===== src/logic/id_bank_pkg.sv =====
// constants, field layout and carrier types for the paged id register bank
// assumes one 40 MHz clock domain shared with the serial front end
`default_nettype none

package id_bank_pkg;

	// page geometry
	localparam int         PAGE_SPAN      = 256;
	localparam logic [7:0] PAGE_RST       = 8'h00;
	localparam logic [7:0] PAGE_ALARM     = 8'h00;
	localparam logic [7:0] PAGE_OUTPUT    = 8'h01;
	localparam logic [7:0] PAGE_DIV_PR    = 8'h02;
	localparam logic [7:0] PAGE_DIV_N     = 8'h03;
	localparam logic [7:0] PAGE_LOOP      = 8'h05;
	localparam logic [7:0] PAGE_CTRL_IO   = 8'h09;

	// offsets within a page
	localparam logic [7:0] OFS_SILICON    = 8'h00;
	localparam logic [7:0] OFS_PAGE       = 8'h01;
	localparam logic [7:0] OFS_PN_LOW     = 8'h02;
	localparam logic [7:0] OFS_PN_HIGH    = 8'h03;
	localparam logic [7:0] OFS_SPEED      = 8'h04;
	localparam logic [7:0] OFS_REVISION   = 8'h05;
	localparam logic [7:0] OFS_TOOL_LOW   = 8'h06;
	localparam logic [7:0] OFS_TOOL_MID   = 8'h07;
	localparam logic [7:0] OFS_TOOL_HIGH  = 8'h08;
	localparam logic [7:0] OFS_THERMAL    = 8'h09;
	localparam logic [7:0] OFS_HOUSING    = 8'h0A;
	localparam logic [7:0] OFS_LIVE       = 8'h0C;
	localparam logic [7:0] OFS_STICKY     = 8'h11;
	localparam logic [7:0] OFS_READY      = 8'hFE;

	// tool stamp fields in the high byte
	localparam int         TOOL_MAJOR_LSB = 1;
	localparam int         TOOL_ID_LSB    = 5;

	// identity values, all arbitrary
	localparam logic [3:0] SILICON_REV    = 4'h1;
	localparam logic [15:0] PART_DIGITS   = 16'h1234;

	// letter indices, temperature grade and package code
	localparam logic [7:0] GRADE_A        = 8'h00;
	localparam logic [7:0] GRADE_B        = 8'h01;
	localparam logic [7:0] GRADE_C        = 8'h02;
	localparam logic [7:0] GRADE_D        = 8'h03;
	localparam logic [7:0] GRADE_H        = 8'h07;
	localparam logic [7:0] SPEED_CODE     = GRADE_H;
	localparam logic [7:0] REV_A          = 8'h00;
	localparam logic [7:0] REV_B          = 8'h01;
	localparam logic [7:0] REV_C          = 8'h02;
	localparam logic [7:0] REV_CODE       = REV_C;
	localparam logic [7:0] THERMAL_IND    = 8'h00;
	localparam logic [7:0] HOUSING_QFN44  = 8'h01;

	// status layout and reset values
	localparam logic [7:0] STATUS_MASK    = 8'h23;
	localparam logic [7:0] STICKY_RST     = 8'h00;
	localparam logic [23:0] TOOL_RST      = 24'h000000;
	localparam logic [7:0] READY_YES      = 8'h01;
	localparam logic [7:0] READY_NO       = 8'h00;
	localparam logic [7:0] READ_NONE      = 8'h00;

	typedef struct packed {
		logic       rd;
		logic       wr;
		logic [7:0] offset;
		logic [7:0] wdata;
	} host_access_t;

	typedef struct packed {
		logic [7:0]  page;
		logic [23:0] tool_stamp;
	} nvm_image_t;

	typedef enum logic {
		ST_LOAD = 1'b0,
		ST_RUN  = 1'b1
	} boot_state_t;

endpackage

`default_nettype wire


===== src/logic/paged_id_register_bank.sv =====
// paged register bank: page select, identification fields, tool stamp,
// live and sticky status, device-ready location
// assumes the serial front end hands over one decoded access per cycle,
// synchronous to clk_in, and an nvm image that is stable once flagged valid
`default_nettype none

// Functional notes
// [RL1] register space is paged, 256 byte-wide locations per page
// [RL2] page select answers at offset one of every page
// [RL3] page select reads current page; a write switches pages at once
// [RL4] page zero offset 0xFE reports device ready
// [RL5] only pages 0,1,2,3,5 and 9 carry content
// [RL6] sticky bits stay set until host writes zero to them
// [RL7] self-clearing bits drop by themselves when the condition goes
// [RL8] silicon revision, read only, bits 3:0 at page zero offset zero
// [RL9] four-digit part number over two read-only bytes, nibble per digit
// [RL10] speed grade index: A=0, B=1, C=2, D=3, H=7
// [RL11] revision letter index from zero: A=0, B=1, C=2
// [RL12] tool stamp at 0x06..0x08 is read-write with major in bits 4:1
// [RL13] temperature grade at 0x09 and package code at 0x0A are readable
// [RL14] writable registers take their defaults from nvm at power-up; only page and tool stamp load from nvm, sticky resets to STICKY_RST
// [RL15] host reads and writes are accepted at any time after power-up
// [RL16] host leaves undescribed locations unwritten
// [RL17] full address is selected page over the access offset
// [RL18] writes to read-only identification registers are ignored
module paged_id_register_bank
	import id_bank_pkg::*;
(
	// clock and reset
	input  wire logic         clk_in,
	input  wire logic         rstn_in,
	// decoded host access from the serial front end
	input  wire host_access_t acc_in,
	// nvm image and load handshake
	input  wire nvm_image_t   nvm_in,
	input  wire logic         nvm_valid_in,
	// hardware status conditions
	input  wire logic [7:0]   status_in,
	// read answer
	output logic [7:0]        rdata_out,
	output logic              rvalid_out,
	// state seen by the rest of the device
	output logic [7:0]        page_out,
	output logic              page_valid_out,
	output logic              ready_out,
	output logic [3:0]        tool_major_out,
	output logic [2:0]        tool_id_out,
	output logic [7:0]        sticky_out
);

	//**************************************************************
	// decode helpers
	//**************************************************************

	// pages outside this list hold nothing but the page select
	function automatic logic page_has_content(input logic [7:0] pg);
		case (pg)
			PAGE_ALARM, PAGE_OUTPUT, PAGE_DIV_PR,
			PAGE_DIV_N, PAGE_LOOP, PAGE_CTRL_IO:
				page_has_content = 1'b1; // [RL5]
			default:
				page_has_content = 1'b0;
		endcase
	endfunction

	// page zero location hit for a given full address
	function automatic logic hit0(input logic [15:0] full,
		input logic [7:0] ofs);
		hit0 = (full == {PAGE_ALARM, ofs});
	endfunction

	//**************************************************************
	// reset release
	//**************************************************************

	logic rstn_meta;
	logic rstn_sync;

	always_ff @(posedge clk_in or negedge rstn_in) begin
		if (!rstn_in) begin
			rstn_meta <= 1'b0;
			rstn_sync <= 1'b0;
		end else begin
			rstn_meta <= 1'b1;
			rstn_sync <= rstn_meta;
		end
	end

	//**************************************************************
	// state
	//**************************************************************

	boot_state_t state;
	logic [7:0]  page;
	logic [23:0] tool_stamp;
	logic [7:0]  live;
	logic [7:0]  sticky;

	//**************************************************************
	// address decode
	//**************************************************************

	wire logic [15:0] full_addr = {page, acc_in.offset}; // [RL17]
	wire logic        wr        = acc_in.wr;
	wire logic        rd        = acc_in.rd;

	// same register on every page, whatever the page holds
	wire logic hit_page   = (acc_in.offset == OFS_PAGE); // [RL2] [RL1]
	wire logic hit_sil    = hit0(full_addr, OFS_SILICON);
	wire logic hit_pn_lo  = hit0(full_addr, OFS_PN_LOW);
	wire logic hit_pn_hi  = hit0(full_addr, OFS_PN_HIGH);
	wire logic hit_speed  = hit0(full_addr, OFS_SPEED);
	wire logic hit_rev    = hit0(full_addr, OFS_REVISION);
	wire logic hit_tool0  = hit0(full_addr, OFS_TOOL_LOW);
	wire logic hit_tool1  = hit0(full_addr, OFS_TOOL_MID);
	wire logic hit_tool2  = hit0(full_addr, OFS_TOOL_HIGH);
	wire logic hit_therm  = hit0(full_addr, OFS_THERMAL);
	wire logic hit_house  = hit0(full_addr, OFS_HOUSING);
	wire logic hit_live   = hit0(full_addr, OFS_LIVE);
	wire logic hit_sticky = hit0(full_addr, OFS_STICKY);
	wire logic hit_ready  = hit0(full_addr, OFS_READY);

	// accesses are live from the third rising edge of clk_in after rstn_in rises, already in the load state
	wire logic loading  = (state == ST_LOAD);
	wire logic nvm_take = loading && nvm_valid_in;

	//**************************************************************
	// next values
	//**************************************************************

	// nvm load wins over a host write landing in the same cycle,
	// so the power-up image is never half overwritten
	wire logic [7:0] next_page =
		nvm_take ? nvm_in.page : // [RL14]
		(wr && hit_page) ? acc_in.wdata : // [RL3]
		page;

	// one write lane per tool stamp byte; read-only ids get no lane
	wire logic [2:0]  hit_tool = {hit_tool2, hit_tool1, hit_tool0};
	wire logic [23:0] next_tool;

	for (genvar b = 0; b < 3; b++) begin : g_tool_lane
		assign next_tool[8*b +: 8] =
			(!nvm_take && wr && hit_tool[b]) ? acc_in.wdata : // [RL18]
			tool_stamp[8*b +: 8]; // [RL12]
	end

	wire logic [23:0] next_tool_stamp =
		nvm_take ? nvm_in.tool_stamp : next_tool; // [RL14]

	// a zero written to a sticky bit clears it; ones are ignored
	wire logic [7:0] sticky_clr =
		(wr && hit_sticky) ? ~acc_in.wdata : 8'h00; // [RL6]

	wire logic [7:0] next_sticky;
	wire logic [7:0] next_live;

	// per status bit: a new event in the clearing cycle survives the
	// clear; the live copy follows the condition, so it drops unasked
	for (genvar i = 0; i < 8; i++) begin : g_status_bit
		assign next_sticky[i] = STATUS_MASK[i] &&
			((sticky[i] && !sticky_clr[i]) || status_in[i]); // [RL6]
		assign next_live[i] = STATUS_MASK[i] && status_in[i]; // [RL7]
	end

	wire boot_state_t next_state = nvm_take ? ST_RUN : state;

	//**************************************************************
	// read mux
	//**************************************************************

	wire logic [7:0] ready_code = loading ? READY_NO : READY_YES;

	wire logic [7:0] next_rdata =
		hit_page   ? page : // [RL3]
		hit_sil    ? {4'h0, SILICON_REV} : // [RL8]
		hit_pn_lo  ? PART_DIGITS[7:0] : // [RL9]
		hit_pn_hi  ? PART_DIGITS[15:8] : // [RL9]
		hit_speed  ? SPEED_CODE : // [RL10]
		hit_rev    ? REV_CODE : // [RL11]
		hit_tool0  ? tool_stamp[7:0] : // [RL12]
		hit_tool1  ? tool_stamp[15:8] :
		hit_tool2  ? tool_stamp[23:16] :
		hit_therm  ? THERMAL_IND : // [RL13]
		hit_house  ? HOUSING_QFN44 : // [RL13]
		hit_live   ? live :
		hit_sticky ? sticky :
		hit_ready  ? ready_code : // [RL4]
		READ_NONE;

	//**************************************************************
	// registers
	//**************************************************************

	always_ff @(posedge clk_in or negedge rstn_sync) begin
		if (!rstn_sync) begin
			state      <= ST_LOAD;
			page       <= PAGE_RST;
			tool_stamp <= TOOL_RST;
			live       <= STICKY_RST;
			sticky     <= STICKY_RST;
		end else begin
			state      <= next_state;
			page       <= next_page;
			tool_stamp <= next_tool_stamp;
			live       <= next_live;
			sticky     <= next_sticky;
		end
	end

	// read answer one cycle after the request, accepted in any state
	always_ff @(posedge clk_in or negedge rstn_sync) begin
		if (!rstn_sync) begin
			rdata_out  <= READ_NONE;
			rvalid_out <= 1'b0;
		end else begin
			rdata_out  <= rd ? next_rdata : READ_NONE; // [RL15]
			rvalid_out <= rd; // [RL15]
		end
	end

	// side copies kept in step with the registers they mirror
	always_ff @(posedge clk_in or negedge rstn_sync) begin
		if (!rstn_sync) begin
			page_out       <= PAGE_RST;
			page_valid_out <= 1'b1;
			ready_out      <= 1'b0;
			tool_major_out <= TOOL_RST[TOOL_MAJOR_LSB +: 4];
			tool_id_out    <= TOOL_RST[TOOL_ID_LSB +: 3];
			sticky_out     <= STICKY_RST;
		end else begin
			page_out       <= next_page;
			page_valid_out <= page_has_content(next_page); // [RL5]
			ready_out      <= (next_state == ST_RUN); // [RL4]
			tool_major_out <=
				next_tool_stamp[16 + TOOL_MAJOR_LSB +: 4]; // [RL12]
			tool_id_out    <= next_tool_stamp[16 + TOOL_ID_LSB +: 3];
			sticky_out     <= next_sticky;
		end
	end

endmodule // paged_id_register_bank

`default_nettype wire


===== config.mk =====
export PLATFORM = sky130hd
export DESIGN_NAME = paged_id_register_bank
export DESIGN_NICKNAME = d
export VERILOG_FILES = /design/src/logic/id_bank_pkg.sv /design/src/logic/paged_id_register_bank.sv
export SDC_FILE = /design/constraint.sdc
export NUM_CORES = 1
export LEC_CHECK = 0
export BUFFER_PORTS_ARGS = -buffer_cell sky130_fd_sc_hd__buf_2
export CAP_MARGIN = 20
export CORE_ASPECT_RATIO = 0.6
export CORE_MARGIN = 2
export CORE_UTILIZATION = 27
export CTS_BUF_LIST = sky130_fd_sc_hd__clkbuf_4 sky130_fd_sc_hd__clkbuf_8 sky130_fd_sc_hd__clkbuf_16
export DETAILED_ROUTE_END_ITERATION = 8
export HOLD_SLACK_MARGIN = 0.08
export PLACE_DENSITY = 0.53
export SLEW_MARGIN = 20
export SYNTH_ARGS = -nofsm -noshare
export SYNTH_HDL_FRONTEND = slang
export SYNTH_SLANG_ARGS = --single-unit

===== constraint.sdc =====
create_clock -name clk_in -period 2.88 [get_ports clk_in]
set_input_delay 0.864 -clock clk_in [delete_from_list [all_inputs] [get_ports clk_in]]
set_output_delay 0.864 -clock clk_in [all_outputs]
set_load 0.01 [all_outputs]

Word level (Yosys, flattened, before mapping)
Cells that the tools add are included.
{ "word_totals": {"in_bits": 61, "output_inout_bits": 34, "wordCells": 82, "register_bits": 58} }
{ "classes": {"n_eq_ne": 18, "n_bitwise": 2, "n_reduce_logical": 23, "muxes": 24} }
{ "ops": {"columns": ["op", "count"], "rows": [
  ["two-way mux 8 bit", 15],
  ["equality test 16 x 3 -> 1 bit (second input constant)", 4],
  ["equality test 16 x 4 -> 1 bit (second input constant)", 4],
  ["equality test 16 x 2 -> 1 bit (second input constant)", 2],
  ["two-way mux 6 bit", 5],
  ["two-way mux 24 bit", 1],
  ["equality test 16 x 5 -> 1 bit (second input constant)", 1],
  ["equality test 16 x 8 -> 1 bit (second input constant)", 1],
  ["equality test 8 x 1 -> 1 bit (second input constant)", 2],
  ["equality test 8 x 2 -> 1 bit (second input constant)", 2],
  ["logical NOT 16 bit", 1],
  ["logical AND 1 bit", 10],
  ["equality test 8 x 3 -> 1 bit (second input constant)", 1],
  ["equality test 8 x 4 -> 1 bit (second input constant)", 1],
  ["logical NOT 8 bit", 1],
  ["inverter 6 bit", 1],
  ["nonzero test 2 bit", 3],
  ["OR reduction 6 bit", 1],
  ["logical NOT 1 bit", 4],
  ["logical OR 1 bit", 3],
  ["two-way mux 1 bit", 3],
  ["inverter 1 bit", 1]
]} }

Logic depth before layout (Yosys ltp)
Gate-level depths: netlist of the first run.
{ "depth": {"word_depth": 16, "depth_mapped": 8, "depth_no_buf": 5} }

Worst setup path after synthesis of the first run
OpenSTA, ideal clock, no wires.
{ "synth_timing": {"path_kind": "input -> register", "start": "input port acc_in[12] (netlist name)", "end": "register tool_stamp[0]", "path_stages": 8, "slack_ns": -0.137, "setup_time_ns": 0.137, "arrival_ns": 2.880, "required_ns": 2.743, "path_buffers": 3, "cell_sequence": "or4_1 > buf_2 > or3_1 > buf_2 > or4_4 > buf_6 > mux2i_1 > a21oi_1"} }
{ "synth_between": {"elab_chain_len": 3} }
{ "synth_lines": {"columns": ["item", "line_no", "text"], "rows": [
  ["from (decl)", "paged_id_register_bank.sv:33", "input wire host_access_t acc_in,"],
  ["equality test 16 x 3 -> 1 bit", "paged_id_register_bank.sv:69", "hit0 = (full == {PAGE_ALARM, ofs});"],
  ["logical AND 1 bit", "paged_id_register_bank.sv:144", "(!nvm_take && wr && hit_tool[b]) ? acc_in.wdata :"],
  ["nonzero test 2 bit (no line)", null, null],
  ["to (signal assigned)", "paged_id_register_bank.sv:205", "tool_stamp <= next_tool_stamp;"],
  ["to (decl)", "paged_id_register_bank.sv:95", "logic [23:0] tool_stamp;"]
]} }
Every way passes these cells.
A chain may end at the register's enable or synchronous reset.

Worst setup path after layout of the first run
{ "layout_timing": {"start": "input port acc_in[12] (netlist name)", "end": "register rdata_out[7]"} }
{ "layout_between": {"elab_chain_len": 11, "elab_cells_between_ends": 19, "cone_classes": "eq/ne (8); mux (10); reduce/logical (1)"} }
{ "layout_lines": {"columns": ["item", "line_no", "text"], "rows": [
  ["equality test 16 x 4 -> 1 bit", "paged_id_register_bank.sv:69", null],
  ["two-way mux 8 bit", "paged_id_register_bank.sv:183", "hit_tool2 ? tool_stamp[23:16] :"],
  ["two-way mux 8 bit", "paged_id_register_bank.sv:182", "hit_tool1 ? tool_stamp[15:8] :"],
  ["two-way mux 8 bit", "paged_id_register_bank.sv:181", "hit_tool0 ? tool_stamp[7:0] :"],
  ["two-way mux 8 bit", "paged_id_register_bank.sv:180", "hit_rev ? REV_CODE :"],
  ["two-way mux 8 bit", "paged_id_register_bank.sv:179", "hit_speed ? SPEED_CODE :"],
  ["two-way mux 8 bit", "paged_id_register_bank.sv:178", "hit_pn_hi ? PART_DIGITS[15:8] :"],
  ["two-way mux 8 bit", "paged_id_register_bank.sv:177", "hit_pn_lo ? PART_DIGITS[7:0] :"],
  ["two-way mux 8 bit", "paged_id_register_bank.sv:176", "hit_sil ? {4'h0, SILICON_REV} :"],
  ["two-way mux 8 bit *", "paged_id_register_bank.sv:175", "hit_page ? page :"],
  ["two-way mux 8 bit *", "paged_id_register_bank.sv:217", "rdata_out <= rd ? next_rdata : READ_NONE;"],
  ["to (signal assigned)", "paged_id_register_bank.sv:217", null],
  ["to (decl)", "paged_id_register_bank.sv:40", "output logic [7:0] rdata_out,"]
]} }
Every way passes the cells marked *; elsewhere a longest branch is shown, timed or not.

==> results of run 1 <==
==> cell usage in the layout (no fill, tap or decap), types with 2 or more instances in the layout <==
cell type / instances
nor3_1: 6
nor2b_1: 3
nor2_1: 28
o2bb2ai_1: 2
o2111ai_1: 2
inv_1: 5
and3b_1: 2
nand3_1: 9
a22oi_1: 6
o31ai_1: 3
conb_1: 6
a311oi_1: 2
or3_1: 2
buf_4: 28
dfrtp_1: 49
a32o_1: 2
a31oi_1: 8
or4_4: 2
a221oi_1: 2
bufinv_16: 2
nor4_1: 4
a41oi_1: 3
clkbuf_16: 5
a21oi_1: 21
o22ai_1: 3
and4_1: 2
or4_1: 2
nor4b_1: 3
nand4_1: 3
o21ai_0: 26
mux2i_1: 27
nand2_1: 39
nand2b_1: 6
buf_2: 84
==> area by class of cell <==
class,instances,area share
inverters,5,0.00501
repair buffers,112,0.168
flip-flops and latches,51,0.342
clock inverters,2,0.0160
clock buffers,6,0.0354
well taps,139,0.0464
multi-input cells,239,0.387
==> state kept, by name (all words and copies together), names as in the netlist <==
signal and count:
rvalid_out 1, tool_stamp 19, sticky_out 3, state 1
live 3, tool_id_out 2, rstn_meta 1, rdata_out 8
rstn_sync 1, tool_major_out 3, page_valid_out 1, page_out 8
==> power by group <==
part | total [W] | switching [W] | internal (W)
registers | 0.000845 | 0.0000662 | 0.000779
logic | 0.000263 | 0.000144 | 0.000120
clock network | 0.000767 | 0.000259 | 0.000508
total | 0.00188 | 0.000470 | 0.00141
==> through the flow <==
step           setup TNS [ps]  hold WS (ps)  instance area (µm²)
2_1_floorplan            -281           331                 2930
3_3_place_gp             -413           337                 3550
3_5_place_dp             -481           341                 3550
4_1_cts                     0           336                 3750
5_1_grt                     0           336                 3750
6_report                    0           338                 3750
==> worst max path at each step <==
stage | from | end | slack, ps
CTS | acc_in[12] | page_valid_out | 230
global placement | acc_in[12] | rdata_out[7] | -60
finish | acc_in[12] | rdata_out[7] | 180
detailed placement | acc_in[12] | tool_stamp[1] | -70
global route | acc_in[12] | page_valid_out | 150
floorplan | acc_in[12] | tool_stamp[0] | -40
==> layer usage <==
layer | routed length [µm] | track usage | vias up
met3 | 665 | 0.0386 | 8
li1 | - | - | 1340
met1 | 5350 | 0.287 | 1364
met2 | 3640 | 0.215 | 104
met4 | 74 | 0.0269 | 0
met5 | 0 | 0 | -
==> kinds of logic after synthesis <==
kind of cell	Yosys count
AND/OR/NAND/NOR	116
AO/OA/AOI/OAI	88
flip-flops	51
buffers and inverters	37
multiplexers	28
other	2
XOR/XNOR	1
==> reports/qor_table.md, run 1 <==
| Item | Reported | Unit |
|:---|:---|:---|
| Time the final worst path needs with I/O delays and setup | 2700 | ps |
| GRT Util Overall | 0.170 | - |
| Die Wd | 138 | µm |
| Max cap viols | 0 | - |
| Largest family of logic cells by synthesized area | simple AND/OR/NAND/NOR gates | - |
| Library cells used by synthesis | 49 | - |
| DP Worst Slack | -67.7 | ps |
| Overall die area | 11600 | µm² |
| Xor-xnor portion of the synthesized cell area | 0.00302 | - |
| Async set-or-reset flop fraction in the synthesized netlist | 1.00 | - |
| Count of nets after finishing | 475 | - |
| Cell with the largest stage delay on the worst path | or4_4 | - |
| Post-synthesis share of cell area spent on full adders, half adders and majority gates | 0 | - |
| Maximum single-stage delay on the critical path | 550 | ps |
| Gr ovfl total | 0 | - |
| Buffers and inverters on the worst path | 2 | - |
| Utilization after layout | 0.356 | - |
| Clock Sink Count | 51 | - |
| Clock-pin slew on the worst setup and hold paths | 70 | ps |
| Final period util | 0.939 | - |
| WL per Instance | 17.6 | µm |
| Skew final | 7.86 | ps |
| Basic-gate share of the synthesized area counting and, or, nand and nor cells | 0.198 | - |
| Via-per-instance ratio | 5.08 | - |
| Endpoint of the most critical register-to-register path | rdata_out[7] | - |
| Number of vias in the routed layout | 2816 | - |
| Number of global-route vias before repair | 2680 | - |
| Floorplan die height | 84.3 | µm |
| Mean Syn Cell Area | 8.99 | µm² |
| IR drop worst, VDD | 0.290 | mV |
| CTS HTree Levels | 2 | - |
| R2R depth | 6 | - |
| Top cell types by occurrence after synthesis | 50 x dfrtp_1, 39 x nand2_1, 28 x nor2_1 | - |
| # rows | 29 | - |
| Number of buffers added on ports | 84 | - |
| Placeable core region | 10500 | µm² |
| Pin count of the biggest net entering global routing | 50 | - |
| Maximum clock insertion buffer count | 2 | - |
| DRC errors left | 0 | - |
| Total placed cells including tap cells | 546 | - |
| Layout Area Growth over Synthesis | 29.2 | % |
| FF+latch count, synth | 51 | - |
| Number of antenna repair diodes | 0 | - |
| Top delay family on crit path | simple AND/OR/NAND/NOR gates | - |
| Origin of the critical flop-to-flop path | page_out[2] | - |
| Clk root buf | clkbuf_16 | - |
| Total clock buffers created by CTS | 5 | - |
| Post-synthesis instance total | 323 | - |
| Clock latency at the later pin of the worst-skew pair | 300 | ps |
| Total Power Consumption | 0.00188 | W |
| Area of combinational cells with multiple inputs | 1450 | µm² |
| Portion of the post-synthesis area used by sequential elements | 0.440 | - |
| Cell Chain, Critical Path | buf_2 -> or4_4 -> or3_1 -> nor3_1 -> buf_4 -> o2bb2ai_1 -> a32o_1 | - |
| Final setup margin | 177 | ps |
| Number of enable flip-flop cells after synthesis | 0 | - |
| Maximum achievable frequency | 370 | MHz |
| Detailed-router iteration count before antenna repair | 5 | - |
| Startpoint class of the critical path | input port | - |
| Total routed wirelength | 9730 | µm |
| I/O pin count | 95 | - |
| Worst Hold Class | input port to asynchronous set/reset pin | - |
| Non-filler cells, final | 554 | - |
| Dominant cells by area after synthesis | dfrtp_1 43%, mux2i_1 9.3%, nand2_1 5.0% | - |
| Hold buffer count at cts | 0 | - |
| Worst relative slew slack | 0.572 | - |
| R2r setup slk | 290 | ps |
| Post-CTS resize count | 0 | - |
| CP required | 3090 | ps |
| CP endpoint kind | flip-flop | - |
| Initial cell density of the core | 0.276 | - |
| Power Density | 500 | nW/µm² |
| Residual antenna-violating net count after detailed routing | 0 | - |
| Post-CTS setup buffers | 0 | - |
| Yosys top cell by area | dfrtp_1 | - |
| Finish-stage setup viols | 0 | - |
| CTS tree | yes | - |
| Max-slew violation count | 0 | - |
| Leakage power total | 1.80 | nW |
| Antenna violations before repair | 0 | - |
| Arrival @ worst endpoint | 2910 | ps |
| First-pass GRT wire length | 14900 | µm |
| Count of endpoints failing hold in the final timing report | 0 | - |
| Type of the setup path with the least slack | input port to flip-flop | - |
| DRC marker count from the first detailed-route iteration | 241 | - |
| Result of the run | finished clean | - |
| Global placement routability congestion | 0.917 | - |
| Commonest register cell after synthesis | dfrtp_1 | - |
| Worst-Margin Slew | 641 | ps |
| Unrepaired setup endpoints after global routing | false | - |
| Crit path depth | 7 | - |
| Biggest fanout along the worst timing path | 4 | - |
| Area of the mapped netlist | 2900 | µm² |
| Fraction of layout instances using a drive strength above 1 | 0.313 | - |
| Share of the synthesized area in the top cell type | 0.431 | - |
| Multiplexer fraction of the synthesized cell area | 0.0970 | - |
| Count of fill cells added during filler insertion | 1121 | - |
| Share of the synthesized area in compound gates (AO/OA/AOI/OAI) | 0.192 | - |
| Register Area | 1280 | µm² |
| Cell with the most instances after synthesis | dfrtp_1 | - |
| Estimated wirelength of the detail-placed design | 7580 | µm |
| Yosys warnings | 0 | - |
No activity file was read; power rests on OpenSTA's default activity.
==> inputs of run 2 (changes only) <==
Settings changed: CORE_ASPECT_RATIO 0.6 to unset.
==> run 2 against run 1 <==
  * Die area decreased by 0.24%
  * Worst setup slack gained 120 ps
  * Fmax rose by 4.6%
  * Sequential power is 1% lower
  * Utilization shrank 0.079 points
  * Final cell count fell by 0.36%
  * Design area fell by 1.7%
  * Combinational power rose by 9.1%
  * Register-to-register slack better by 120 ps
  * Non-clock buffer count increased by 1
  * First-iteration DRC count shrank 5.4%
  * Largest cell class unchanged
  * Largest power group unchanged
==> reports/qor_table.md, run 2 (synthesis results as in run 1) <==
| Item | Reported | Unit | Change |
|:---|:---|:---|:---|
| Result of the run | finished clean | - |  |
| Worst relative slew slack | 0.552 | - | -0.0202 |
| Antenna violations before repair | 0 | - | unchanged |
| Largest registers in the final layout | tool_stamp x19, page_out x8, rdata_out x8 | - |  |
| Number of flip-flops in the largest register | 19 | - | unchanged |
| Max cap viols | 0 | - | unchanged |
| Count of nets after finishing | 476 | - | +0.21% |
| Number of buffers added on ports | 84 | - | unchanged |
| Type of the setup path with the least slack | input port to flip-flop | - |  |
| Final setup margin | 296 | ps | +119 ps |
| Total clock buffers created by CTS | 5 | - | unchanged |
| Overall die area | 11600 | µm² | -0.24% |
| Total placed cells including tap cells | 544 | - | -0.37% |
| Post-CTS setup buffers | 0 | - | unchanged |
| Count of endpoints failing hold in the final timing report | 0 | - | unchanged |
| CTS tree | yes | - |  |
| Clock-pin slew on the worst setup and hold paths | 100 | ps | +30 ps |
| Total routed wirelength | 9400 | µm | -3.3% |
| Unrepaired setup endpoints after global routing | false | - |  |
| Fraction of layout instances using a drive strength above 1 | 0.315 | - | +0.00165 |
| Leakage power total | 1.77 | nW | -1.7% |
| Power Density | 445 | nW/µm² | -11% |
| Number of vias in the routed layout | 2807 | - | -0.32% |
| Arrival @ worst endpoint | 2780 | ps | -130 ps |
| Max-slew violation count | 0 | - | unchanged |
| Wire length on met2 | 4390 | µm | +21% |
| Number of global-route vias before repair | 2865 | - | +6.9% |
| Gr ovfl total | 0 | - | unchanged |
| Max layer used | met4 | - |  |
| WL met3 | 592 | µm | -11% |
| IR drop worst, VDD | 0.203 | mV | -30% |
| Residual antenna-violating net count after detailed routing | 0 | - | unchanged |
| Total Power Consumption | 0.00164 | W | -13% |
| Endpoint of the most critical register-to-register path | tool_stamp[6] | - |  |
| CP required | 3080 | ps | about the same |
| Finish-stage setup viols | 0 | - | unchanged |
| Worst-Margin Slew | 662 | ps | +21.0 ps |
| I/O pin count | 95 | - | unchanged |
| First-pass GRT wire length | 15000 | µm | +0.64% |
| DRC marker count from the first detailed-route iteration | 228 | - | -5.4% |
| Total negative slack for setup checks | 0 | ps | unchanged |
| Count of fill cells added during filler insertion | 1138 | - | +1.5% |
| Post-Route Hold Slack | 319 | ps | -19.0 ps |
| DRC errors left | 0 | - | unchanged |
| Via-per-instance ratio | 5.09 | - | about the same |
| Clock latency at the later pin of the worst-skew pair | 300 | ps | about the same |
| CTS HTree Levels | 2 | - | unchanged |
| Startpoint class of the critical path | input port | - |  |
| Hold buffer count at cts | 0 | - | unchanged |
| R2R depth | 5 | - | -1 |
| Maximum achievable frequency | 387 | MHz | +4.6% |
| Detailed-router iteration count before antenna repair | 5 | - | unchanged |
| Estimated wirelength of the detail-placed design | 7170 | µm | -5.5% |
| R2r setup slk | 410 | ps | +120 ps |
| WL per Instance | 17.0 | µm | -3.0% |
| Clock Sink Count | 51 | - | unchanged |
| Skew final | 8.16 | ps | +0.299 ps |
| Clk root buf | clkbuf_8 | - |  |
| CP endpoint kind | flip-flop | - |  |
| Die Wd | 108 | µm | -22% |
| Metal-1 WL | 4300 | µm | -20% |
| Post-CTS resize count | 0 | - | unchanged |
| Most common cell after layout, fill and taps aside | buf_2 | - |  |
| Worst Hold Class | input port to asynchronous set/reset pin | - |  |
| Layout Area Growth over Synthesis | 27.0 | % |  |
| Number of antenna repair diodes | 0 | - | unchanged |
| Floorplan die height | 108 | µm | +28% |
| DP Worst Slack | -17.4 | ps | +50.2 ps |
| Biggest fanout along the worst timing path | 8 | - | +4 |
| Final period util | 0.897 | - | -0.0413 |
| # rows | 37 | - | +28% |
| Initial cell density of the core | 0.280 | - | +0.00406 |
| GRT Util Overall | 0.168 | - | -0.00243 |
| Origin of the critical flop-to-flop path | page_out[2] | - |  |
| Most flop-heavy register | tool_stamp | - |  |
| Global placement routability congestion | 0.884 | - | -3.6% |
| Non-filler cells, final | 552 | - | -0.36% |
| Time the final worst path needs with I/O delays and setup | 2580 | ps | -119 ps |
| Maximum clock insertion buffer count | 2 | - | unchanged |
| Placeable core region | 10400 | µm² | -1.5% |
| Most frequent cells in the layout | 84 x buf_2, 49 x dfrtp_1, 39 x nand2_1 | - |  |
| Pin count of the biggest net entering global routing | 50 | - | unchanged |
-- run 2: how the worst max path moves through the flow --
stage	startpoint	depth (start not counted)	to	slack, ps
after floorplan	acc_in[12]	8	tool_stamp[0]	-40
after global placement	acc_in[12]	6	tool_stamp[1]	20
after detailed placement	acc_in[12]	6	tool_stamp[1]	-20
after CTS	acc_in[12]	6	tool_stamp[1]	320
after global routing	acc_in[12]	8	page_valid_out	200
final	acc_in[12]	6	tool_stamp[6]	300
-- run 2: report_power, final --
group | switching, W | internal, W
clock | 0.000250 | 0.000269
combinational | 0.000155 | 0.000132
sequential | 0.0000550 | 0.000778
total | 0.000460 | 0.00118
-- run 2: worst max-delay path, stage by stage --
cell and delay, ps:
buf_2 110, or4_4 540, or3_1 350, or4_4 610, mux2i_1 220, a21oi_1 80
-- run 2: routing by layer --
| layer | track usage | vias up |
|---|---|---|
| li1 | - | 1339 |
| met1 | 0.228 | 1341 |
| met2 | 0.273 | 116 |
| met3 | 0.0321 | 11 |
| met4 | 0.0430 | 0 |
| met5 | 0 | - |
-- run 2: final cells by class --
class	count	area, µm²	share of cell area
Clock buffer	6	76.3	0.0207
Clock inverter	2	37.5	0.0102
Inverter	5	18.8	0.00509
Multi-Input combinational cell	239	1450	0.394
Sequential cell	51	1280	0.347
Tap cell	136	170	0.0461
Timing Repair Buffer	113	651	0.176
-- run 2: stage by stage --
stage	utilization	instance area, µm²
after floorplan	-	2930
after global placement	0.344	3570
after detailed placement	0.344	3570
after CTS	0.355	3680
after global routing	0.356	3690
final	0.356	3690
